**src/common/pdc_map.vh**
```
`ifndef PDC_MAP_VH
`define PDC_MAP_VH
// ==========================================================
// serial word framing
`define PDC_WORD_W        24
`define PDC_CNT_W         5
`define PDC_CNT_LAST      5'h17
`define PDC_CNT_ZERO      5'h00
`define PDC_ADDR_HI       3
`define PDC_ADDR_LO       0
// ==========================================================
// post-reset settle count
`define PDC_SETTLE_ZERO   3'h0
`define PDC_SETTLE_ONE    3'h1
`define PDC_SETTLE_END    3'h6
// ==========================================================
// word addresses (low four bits)
`define PDC_ADR_W0        4'h0
`define PDC_ADR_W1        4'h3
`define PDC_ADR_W2        4'h5
`define PDC_ADR_W3        4'h7
`define PDC_ADR_W4        4'h9
// ==========================================================
// word one fields
`define PDC_W1_RFPD       23
`define PDC_W1_RFP        22
`define PDC_W1_RFR_HI     21
`define PDC_W1_RFR_LO     16
// word two fields
`define PDC_W2_IFPD       23
`define PDC_W2_IFN_HI     22
`define PDC_W2_IFN_LO     4
// word three fields
`define PDC_W3_ACC_HI     23
`define PDC_W3_ACC_LO     20
`define PDC_W3_CPG_HI     19
`define PDC_W3_CPG_LO     16
`define PDC_W3_IFR_HI     15
`define PDC_W3_IFR_LO     4
// word four fields
`define PDC_W4_AUTO_POWERUP       23
// ==========================================================
// reset values
`define PDC_RST_RFR       6'h01
`define PDC_RST_IFN       19'h0_0038
`define PDC_RST_IFR       12'h003
`define PDC_RST_ACC       4'h1
`define PDC_RST_CPG       4'h0
`define PDC_RST_PD        1'b1
`define PDC_RST_AUTO_POWERUP      1'b0
`endif

```
**src/core/pdc_sync.v**
```verilog
`timescale 1ns/1ps
`default_nettype none
// three-stage synchroniser with agreement filter on stages two and three
module pdc_sync (
  input  wire ref_clk,
  input  wire arst_n,
  input  wire din,
  output reg  dout_ff
);
  reg s1_ff;
  reg s2_ff;
  reg s3_ff;
  // ==========================================================
  // shift chain
  always @(posedge ref_clk or negedge arst_n) begin
    if (!arst_n) begin
      s1_ff   <= 1'b0;
      s2_ff   <= 1'b0;
      s3_ff   <= 1'b0;
      dout_ff <= 1'b0;
    end else begin
      s1_ff <= din;
      s2_ff <= s1_ff;
      s3_ff <= s2_ff;
      if (s2_ff == s3_ff) begin
        dout_ff <= s3_ff;
      end
    end
  end
endmodule // pdc_sync
`default_nettype wire

```
**src/core/pdc_top.v**
```verilog
// How it works
// - rf reference divider is six-bit unsigned, values one to sixty-three
// - prescaler select clear picks 8/9/12/13, set picks 16/17/20/21
// - rf powerdown bit one powers rf loop down, pump high impedance
// - chip enable low always powers rf loop down
// - chip enable high with auto powerup forces rf loop up
// - otherwise rf powerdown bit alone decides rf loop state
// - if powerdown bit one powers if loop down, pump high impedance
// - auto powerup plus word zero write clears if powerdown bit
// - chip enable low keeps if loop powered down
// - if reference divider twelve bits, host programs three to 4095
// - access bits in word three; bit zero must be one
// - auto powerup is word four bit 23, reset disabled
`timescale 1ns/1ps
`default_nettype none
`include "pdc_map.vh"
module pdc_top (
  input  wire        ref_clk,
  input  wire        arst_n,
  input  wire        ser_clk,
  input  wire        ser_data,
  input  wire        ser_le,
  input  wire        chip_en,
  output reg  [5:0]  rf_ref_divider_ff,
  output reg         rf_prescaler_select_ff,
  output reg         rf_power_on_ff,
  output reg         rf_pump_oe_ff,
  output reg  [18:0] if_feedback_divider_ff,
  output reg  [11:0] if_ref_divider_ff,
  output reg  [3:0]  rf_pump_gain_ff,
  output reg  [3:0]  access_bits_ff,
  output reg         auto_powerup_ff,
  output reg         if_power_on_ff,
  output reg         if_pump_oe_ff,
  output reg         word_done_ff
);
  // synchronised pins
  wire                   clk_s;
  wire                   data_s;
  wire                   le_s;
  wire                   ce_s;
  // edge history and post-reset settle count
  reg                    clk_d_ff;
  reg                    le_d_ff;
  reg  [2:0]             settle_ff;
  wire                   settled;
  // serial shifter
  reg  [`PDC_WORD_W-1:0] shift_ff;
  reg  [`PDC_CNT_W-1:0]  cnt_ff;
  reg                    full_ff;
  // software power-down bits and next power state
  reg                    rf_powerdown_bit_ff;
  reg                    if_powerdown_bit_ff;
  reg                    nxt_rf_on;
  reg                    nxt_if_on;
  // decoded strobes
  wire                   clk_rise;
  wire                   le_rise;
  wire                   commit;
  wire [3:0]             adr;

  // ==========================================================
  // pin synchronisers
  pdc_sync u_sclk (
    .ref_clk (ref_clk),
    .arst_n  (arst_n),
    .din     (ser_clk),
    .dout_ff (clk_s)
  );
  pdc_sync u_sdat (
    .ref_clk (ref_clk),
    .arst_n  (arst_n),
    .din     (ser_data),
    .dout_ff (data_s)
  );
  pdc_sync u_sle (
    .ref_clk (ref_clk),
    .arst_n  (arst_n),
    .din     (ser_le),
    .dout_ff (le_s)
  );
  pdc_sync u_ce (
    .ref_clk (ref_clk),
    .arst_n  (arst_n),
    .din     (chip_en),
    .dout_ff (ce_s)
  );

  assign clk_rise = clk_s & ~clk_d_ff;
  // latch edges are ignored until the synchronisers hold real pin levels
  assign le_rise  = le_s & ~le_d_ff & settled;
  assign settled  = (settle_ff == `PDC_SETTLE_END);

  // latch only a complete word
  assign commit   = le_rise & full_ff;
  assign adr      = shift_ff[`PDC_ADDR_HI:`PDC_ADDR_LO];

  // ==========================================================
  // settle count: synchronisers leave reset low while an idle
  // latch enable pin is high, which would mimic a latch edge
  always @(posedge ref_clk or negedge arst_n) begin
    if (!arst_n) begin
      settle_ff <= `PDC_SETTLE_ZERO;
    end else if (!settled) begin
      settle_ff <= settle_ff + `PDC_SETTLE_ONE;
    end
  end

  // ==========================================================
  // serial shifter, msb first, counts bits since last latch
  always @(posedge ref_clk or negedge arst_n) begin
    if (!arst_n) begin
      clk_d_ff <= 1'b0;
      le_d_ff  <= 1'b0;
      shift_ff <= {`PDC_WORD_W{1'b0}};
      cnt_ff   <= `PDC_CNT_ZERO;
      full_ff  <= 1'b0;
    end else begin
      clk_d_ff <= clk_s;
      le_d_ff  <= le_s;
      if (le_rise) begin
        cnt_ff  <= `PDC_CNT_ZERO;
        full_ff <= 1'b0;
      end else if (clk_rise && !le_s) begin
        shift_ff <= {shift_ff[`PDC_WORD_W-2:0], data_s};
        if (cnt_ff == `PDC_CNT_LAST) begin
          full_ff <= 1'b1;
        end else begin
          cnt_ff <= cnt_ff + 5'h01;
        end
      end
    end
  end

  // ==========================================================
  // configuration word decode
  always @(posedge ref_clk or negedge arst_n) begin
    if (!arst_n) begin
      rf_ref_divider_ff      <= `PDC_RST_RFR;
      rf_prescaler_select_ff <= 1'b0;
      rf_powerdown_bit_ff    <= `PDC_RST_PD;
      if_feedback_divider_ff <= `PDC_RST_IFN;
      if_powerdown_bit_ff    <= `PDC_RST_PD;
      if_ref_divider_ff      <= `PDC_RST_IFR;
      rf_pump_gain_ff        <= `PDC_RST_CPG;
      access_bits_ff         <= `PDC_RST_ACC;
      auto_powerup_ff        <= `PDC_RST_AUTO_POWERUP;
      word_done_ff           <= 1'b0;
    end else begin
      // one pulse per committed word, any address
      word_done_ff <= commit;
      if (commit) begin
        case (adr)
          `PDC_ADR_W0: begin
            // word zero write with auto powerup wakes if loop
            if (auto_powerup_ff) begin
              if_powerdown_bit_ff <= 1'b0;
            end
          end
          `PDC_ADR_W1: begin
            rf_powerdown_bit_ff    <= shift_ff[`PDC_W1_RFPD];
            rf_prescaler_select_ff <= shift_ff[`PDC_W1_RFP];
            rf_ref_divider_ff      <= shift_ff[`PDC_W1_RFR_HI:`PDC_W1_RFR_LO];
          end
          `PDC_ADR_W2: begin
            if_powerdown_bit_ff    <= shift_ff[`PDC_W2_IFPD];
            // legality of the value is the host's concern
            if_feedback_divider_ff <= shift_ff[`PDC_W2_IFN_HI:`PDC_W2_IFN_LO];
          end
          `PDC_ADR_W3: begin
            access_bits_ff    <= shift_ff[`PDC_W3_ACC_HI:`PDC_W3_ACC_LO];
            rf_pump_gain_ff   <= shift_ff[`PDC_W3_CPG_HI:`PDC_W3_CPG_LO];
            if_ref_divider_ff <= shift_ff[`PDC_W3_IFR_HI:`PDC_W3_IFR_LO];
          end
          `PDC_ADR_W4: begin
            auto_powerup_ff <= shift_ff[`PDC_W4_AUTO_POWERUP];
          end
          default: begin
            // unknown address: word_done pulses, no field moves
          end
        endcase
      end
    end
  end

  // ==========================================================
  // power precedence: chip enable, then auto powerup (rf loop only), then bit
  always @* begin
    nxt_rf_on = 1'b0;
    nxt_if_on = 1'b0;
    if (!ce_s) begin
      nxt_rf_on = 1'b0;
      nxt_if_on = 1'b0;
    end else begin
      // auto powerup outranks the rf bit
      if (auto_powerup_ff) begin
        nxt_rf_on = 1'b1;
      end else begin
        nxt_rf_on = ~rf_powerdown_bit_ff;
      end
      nxt_if_on = ~if_powerdown_bit_ff;
    end
  end

  // registered power and pump enable outputs
  always @(posedge ref_clk or negedge arst_n) begin
    if (!arst_n) begin
      rf_power_on_ff <= 1'b0;
      rf_pump_oe_ff  <= 1'b0;
      if_power_on_ff <= 1'b0;
      if_pump_oe_ff  <= 1'b0;
    end else begin
      // a pump drives only while its loop runs
      rf_power_on_ff <= nxt_rf_on;
      rf_pump_oe_ff  <= nxt_rf_on;
      if_power_on_ff <= nxt_if_on;
      if_pump_oe_ff  <= nxt_if_on;
    end
  end
endmodule // pdc_top
`default_nettype wire

```
**config.mk**
```make
export PLATFORM = sky130hd
export DESIGN_NAME = pdc_top
export DESIGN_NICKNAME = d
export VERILOG_FILES = /design/src/core/pdc_sync.v /design/src/core/pdc_top.v
export VERILOG_INCLUDE_DIRS = /design/src /design/src/common
export SDC_FILE = /design/constraint.sdc
export NUM_CORES = 1
export LEC_CHECK = 0
export BUFFER_PORTS_ARGS = -buffer_cell sky130_fd_sc_hd__buf_2
export CAP_MARGIN = 20
export CORE_MARGIN = 5
export CORE_UTILIZATION = 35
export CTS_BUF_LIST = sky130_fd_sc_hd__clkbuf_8
export CTS_CLUSTER_DIAMETER = 80
export DETAILED_ROUTE_END_ITERATION = 16
export HOLD_SLACK_MARGIN = 0.12
export PLACE_DENSITY = 0.55
export SYNTH_ARGS = -nofsm -noshare
export SYNTH_HDL_FRONTEND = slang
export SYNTH_SLANG_ARGS = --single-unit
```
**constraint.sdc**
```tcl
create_clock -name ref_clk -period 2.25 [get_ports ref_clk]
set_clock_uncertainty 0.15 [all_clocks]
set_input_delay 0.3375 -clock ref_clk [delete_from_list [all_inputs] [get_ports ref_clk]]
set_output_delay 0.3375 -clock ref_clk [all_outputs]
set_load 0.01 [all_outputs]
```
# After elaboration in Yosys (flattened, before gate mapping)
# Index checks and enable logic that the tools add are counted.
[op_classes]
n_bitwise = 9
n_eq_ne = 12
n_addsub = 2
reduce_logical = 14
muxes = 11
[ops]
columns = ["cell", "n"]
rows = [
  ["5-bit 2-to-1 mux", 3],
  ["2-bit AND reduction", 7],
  ["4-bit by 3-bit equality test with 1-bit output, second input constant", 2],
  ["1-bit 2-to-1 mux", 7],
  ["2-bit nonzero test", 3],
  ["5-bit by 1-bit adder with 5-bit output, second input constant", 1],
  ["5-bit equality test, second input constant", 1],
  ["1-bit NOT", 5],
  ["1-bit AND", 4],
  ["1-bit equality test", 4],
  ["4-bit by 2-bit equality test with 1-bit output, second input constant", 1],
  ["4-bit equality test, second input constant", 1],
  ["4-bit zero test", 1],
  ["2-bit != test, second input constant", 2],
  ["3-bit by 1-bit adder with 3-bit output, second input constant", 1],
  ["3-bit equality test, second input constant", 1],
  ["3-bit AND reduction", 1],
  ["1-bit case mux with 2 select lines", 1],
  ["1-bit logical AND", 1],
  ["1-bit zero test", 1],
]
[word_totals]
elab_cells = 82
regBits = 103
in_bits = 6
output_inout_bits = 52

# Depth between registers and ports, before layout
[depth]
word_depth = 5
depth_mapped = 6
depth_no_buf = 5

# By module
# A second synthesis with hierarchy kept.
[unflattened]
hier_cells = 288
area_unflattened_um2 = 3862.5
[by_module_without_submodules]
columns = ["module", "n_inst", "cells_each", "area_per_inst_um2", "seq_area_each_um2"]
rows = [
  ["pdc_top", 1, 268, 3417.0, 2188.3],
  ["pdc_sync", 4, 5, 111.4, 100.1],
]

# Worst setup path before layout
# No wires, ideal clock.
[synth_path]
path_kind = "register -> register"
from = "register settle_ff[0]"
to = "register access_bits_ff[1]"
required_ps = 1975
period_less_slack_ps = 1792
setup_time_ps = 125
stages_incl_launch_ff = 7
path_slack_ps = 458
t_arrival_ps = 1517
path_buffers = 1
cell_sequence = "dfrtp_1 inv_1 ha_1 and4b_2 nand4_1 buf_2 mux2_2"
[synth_via]
elab_chain_len = 4
[synth_rtl]
columns = ["item", "line_no", "rtl"]
rows = [
  ["start, declared", "pdc_top.v:45", "reg [2:0] settle_ff;"],
  ["start signal, assigned", "pdc_top.v:103", "settle_ff <= `PDC_SETTLE_ZERO;"],
  ["start signal, assigned", "pdc_top.v:105", "settle_ff <= settle_ff + `PDC_SETTLE_ONE;"],
  ["3-bit equality test (no source line)", "-", ""],
  ["1-bit AND", "pdc_top.v:91", "assign le_rise = le_s & ~le_d_ff & settled;"],
  ["1-bit AND", "pdc_top.v:95", "assign commit = le_rise & full_ff;"],
  ["2-bit AND reduction (no source line)", "-", ""],
  ["end signal, assigned", "pdc_top.v:146", "access_bits_ff <= `PDC_RST_ACC;"],
  ["end signal, assigned", "pdc_top.v:171", "access_bits_ff <= shift_ff[`PDC_W3_ACC_HI:`PDC_W3_ACC_LO];"],
  ["end, declared", "pdc_top.v:31", "output reg [3:0] access_bits_ff,"],
]
# No other way between the ends.
# A chain may end at the register's enable or synchronous reset.

# Worst setup path after layout
[layout_path]
from = "register settle_ff[0]"
to = "register if_ref_divider_ff[2]"
[layout_via]
elab_chain_len = 4
[layout_rtl]
columns = ["item", "line_no", "rtl"]
rows = [
  ["3-bit equality test (no source line)", "-", ""],
  ["1-bit AND", "pdc_top.v:91", ""],
  ["1-bit AND", "pdc_top.v:95", ""],
  ["2-bit AND reduction (no source line)", "-", ""],
  ["end signal, assigned", "pdc_top.v:144", "if_ref_divider_ff <= `PDC_RST_IFR;"],
  ["end signal, assigned", "pdc_top.v:173", "if_ref_divider_ff <= shift_ff[`PDC_W3_IFR_HI:`PDC_W3_IFR_LO];"],
  ["end, declared", "pdc_top.v:29", "output reg [11:0] if_ref_divider_ff,"],
]
# No other way between the ends.

==> flow_summary.toml <==
[status]
run_status = "finished clean"

[cells_and_area]
layoutNonFillerInstCount = 506
antenna_diode_count = 0
mostFrequentLayoutCell = "sky130_fd_sc_hd__dfrtp_1"
area_taken_by_multi_input_logic_gates_sq_mm = 0.00128
most-common-layout-cells = "sky130_fd_sc_hd__dfrtp_1, sky130_fd_sc_hd__nand2_1, sky130_fd_sc_hd__buf_2"
synthToLayoutAreaGrowth_pct = 18.9
fin_util_pct = 43.0
area_taken_by_flip_flops_and_latches_sq_mm = 0.00259
fill_cells = 1044
final_nets = 370
post_route_cells_drive_above_1_share_pct = 38.5

[logic_synthesis]
syn-mean-instance-area_sq_um = 13.4
predominant_post_synthesis_flop_cell = "sky130_fd_sc_hd__dfrtp_1"
ys_warn_count = 0
synth.lib_cells_used.distinct = 40
postSynth.asyncResetShare_pct = 100
synth.cell_area_sq_mm = 0.00395
synth_edf_count = 0
postSynthRegisterBits = 103
post_synthesis_instance_total = 294
sequential_to_total_area_share_from_yosys_stat_pct = 65.5
mappedNetlistNets = 303

[setup_path]
worst_ep_required_time_ns = 2.33
crit_fanout = 20
crit_chain = "inv_1, ha_1, and4b_2, nand4_1, buf_4, mux2_2"
path_buf_inv = 2
critPathLaunchType = "register"
cp.arrival_ns = 2.07
worst_path_largest_cell_delay_ns = 0.37
crit_type = "register to register"
endpoint_kind = "register"
cpLargestDelayFamily = "simple AND/OR/NAND/NOR gates"
slowest_stage = "sky130_fd_sc_hd__mux2_2"

[floorplanning]
placement_rows = 38
floorplan.die_area_sq_mm = 0.0135
chipWidth_um = 116
core_region_area_sq_mm = 0.0109
start_util_pct = 36.2
boundaryPins = 58
die_height_um = 116

[grt]
grt_pass1_wl_um = 11800
global_route_usage_over_all_layers_pct = 11.1
antenna_violations_before_repair = 0
grt_pass1_vias = 2323
grt_max_degree = 53
grt.overflow.total = 0

[timing]
grt_setup_unrepaired = "false"
timing.fmax_ghz = 0.504
timing.setup.tns_ns = 0
holdWs_ns = 0.207
slew-limit-headroom_pct = 69.5
timing.final.max_slew_violations = 0
slew_at_the_pin_closest_to_its_max_slew_limit_ns = 0.458
hold_viol_final = 0
final_setup_violation_count = 0
final_worst_path_cycle_share_pct = 88.2
fin_crit_ns = 1.99

[cts]
cts-htree-levels = 3
numCtsBuffers = 9
cts_tree = "yes"
root_buffer = "sky130_fd_sc_hd__clkbuf_8"
cts.clk_slew.worst_paths_ns = 0.10
cts_sinks = 103
clock_path_buffers = 2
worst_skew_pair.late_latency_ns = 0.35
post_cts.resized_instances = 0

[placed_design]
place.port_buffers = 57
place.detailed.instances = 485
globalplace.congestion = 0.695
place_hpwl_um = 4810

[detailed_routing]
routed_wire_length_per_instance_um = 14.3
wl_um = 7240
firstDrtPassIters = 4
routedLengthMet1_um = 3700
first_iteration_detailed_routing_drc_count = 52
highest_layer = "met4"
ant_nets = 0
vias_per_cell = 4.58
met3_wirelength_um = 381
met2RoutedLength_um = 3040
route.vias.total = 2315
drcViolationCount = 0

[power]
pwr_density_cell_mw_per_mm2 = 772
vdd_ir_drop_max_uv = 332
p_leak_nw = 2.50
p_total_w = 0.00363

[worst_hold_path]
hold_class = "register to register"

[flow_run]
maxCapViolations = 0
## per-stage QoR
step                      setup WS [ns]  area, sq um
after global placement            0.294         4410
after detailed placement          0.248         4410
after global routing              0.171         4700
after CTS                         0.251         4700
after floorplan                   0.458         3950
final                             0.265         4700
## cells in the mapped netlist (2+ instances only)
cell type	instances	area, sq um
sky130_fd_sc_hd__dfstp_2	9	236
sky130_fd_sc_hd__and2_1	2	12.5
sky130_fd_sc_hd__buf_4	2	15.0
sky130_fd_sc_hd__or3_1	2	12.5
sky130_fd_sc_hd__dfrtp_1	94	2350
sky130_fd_sc_hd__nand2b_1	2	12.5
sky130_fd_sc_hd__buf_6	2	22.5
sky130_fd_sc_hd__nand3_1	4	20.0
sky130_fd_sc_hd__nand2_1	75	282
sky130_fd_sc_hd__buf_2	5	25.0
sky130_fd_sc_hd__inv_1	4	15.0
sky130_fd_sc_hd__clkbuf_1	3	11.3
sky130_fd_sc_hd__maj3_1	4	40.0
sky130_fd_sc_hd__ha_1	3	37.5
sky130_fd_sc_hd__nor3b_1	2	15.0
sky130_fd_sc_hd__mux2_2	37	417
sky130_fd_sc_hd__nor2_1	5	18.8
sky130_fd_sc_hd__o21ai_0	3	15.0
sky130_fd_sc_hd__mux2i_1	3	30.0
sky130_fd_sc_hd__mux2_4	10	150
sky130_fd_sc_hd__a21oi_1	4	20.0
## flip-flops by register name, summed over array words and instances (netlist names), 3 cells and up
signal and cells:
if_ref_divider_ff 12, cnt_ff 5, access_bits_ff 4, shift_ff 24, if_feedback_divider_ff 19, rf_ref_divider_ff 6, settle_ff 3, rf_pump_gain_ff 4
## what timing repair did
action	4_1_cts	5_1_grt
buffers inserted	0	0
endpoints found under the hold margin	33	0
hold buffers	5	0
endpoints found under the setup margin	0	0
## layer usage
layer | vias up | global-route usage, %
met1 | 1146 | 16.5
met5 | - | 0
met2 | 50 | 15.8
met3 | 8 | 2.02
li1 | 1111 | -
met4 | 0 | 4.64
## final timing paths
path,slack (ns),from,depth (start not counted),end
max,0.26,settle_ff[0],6,if_ref_divider_ff[2]
min,0.21,u_sclk.s1_ff,0,u_sclk.s2_ff
max reg2reg,0.26,settle_ff[0],6,if_ref_divider_ff[2]
min reg2reg,0.21,u_sclk.s1_ff,0,u_sclk.s2_ff
max in group asynchronous,0.98,arst_n,3,if_powerdown_bit_ff
min in group asynchronous,0.30,arst_n,2,u_ce.s3_ff
## cell type report
cell class | count | area share (%)
clock buffers | 9 | 2.64
clock inverters | 7 | 2.53
inverters | 4 | 0.319
multi-input cells | 175 | 27.3
flip-flops and latches | 103 | 55.1
well taps | 140 | 3.73
repair buffers | 68 | 8.41
## worst reg2reg max path: cells and delay by family (launching register included)
kind                     cells  cell delay, ns
AND/OR/NAND/NOR              2            0.41
buffers and inverters        2            0.37
multiplexers                 1            0.37
flip-flops                   1            0.36
adder cells (fa/ha/maj)      1            0.22
## power breakdown
group	switching (W)	internal, W	total [W]
clock	0.000631	0.000744	0.00137
sequential	0.000103	0.00194	0.00204
combinational	0.000124	0.0000904	0.000214
total	0.000858	0.00277	0.00363
## logic make-up (layout without fill, tap and decap cells)
logic type | after synthesis | after routing | share of synthesized area [%]
and+or+nand+nor | 105 | 105 | 13.1
buffers and inverters | 16 | 88 | 2.25
muxes | 50 | 50 | 15.1
DFF | 103 | 103 | 65.5
xor gates and xnor gates | 1 | 1 | 0.222
AOI/OAI and AO/OA | 12 | 12 | 1.90
adders and majority gates | 7 | 7 | 1.96
(Power assumes the default switching activity.)
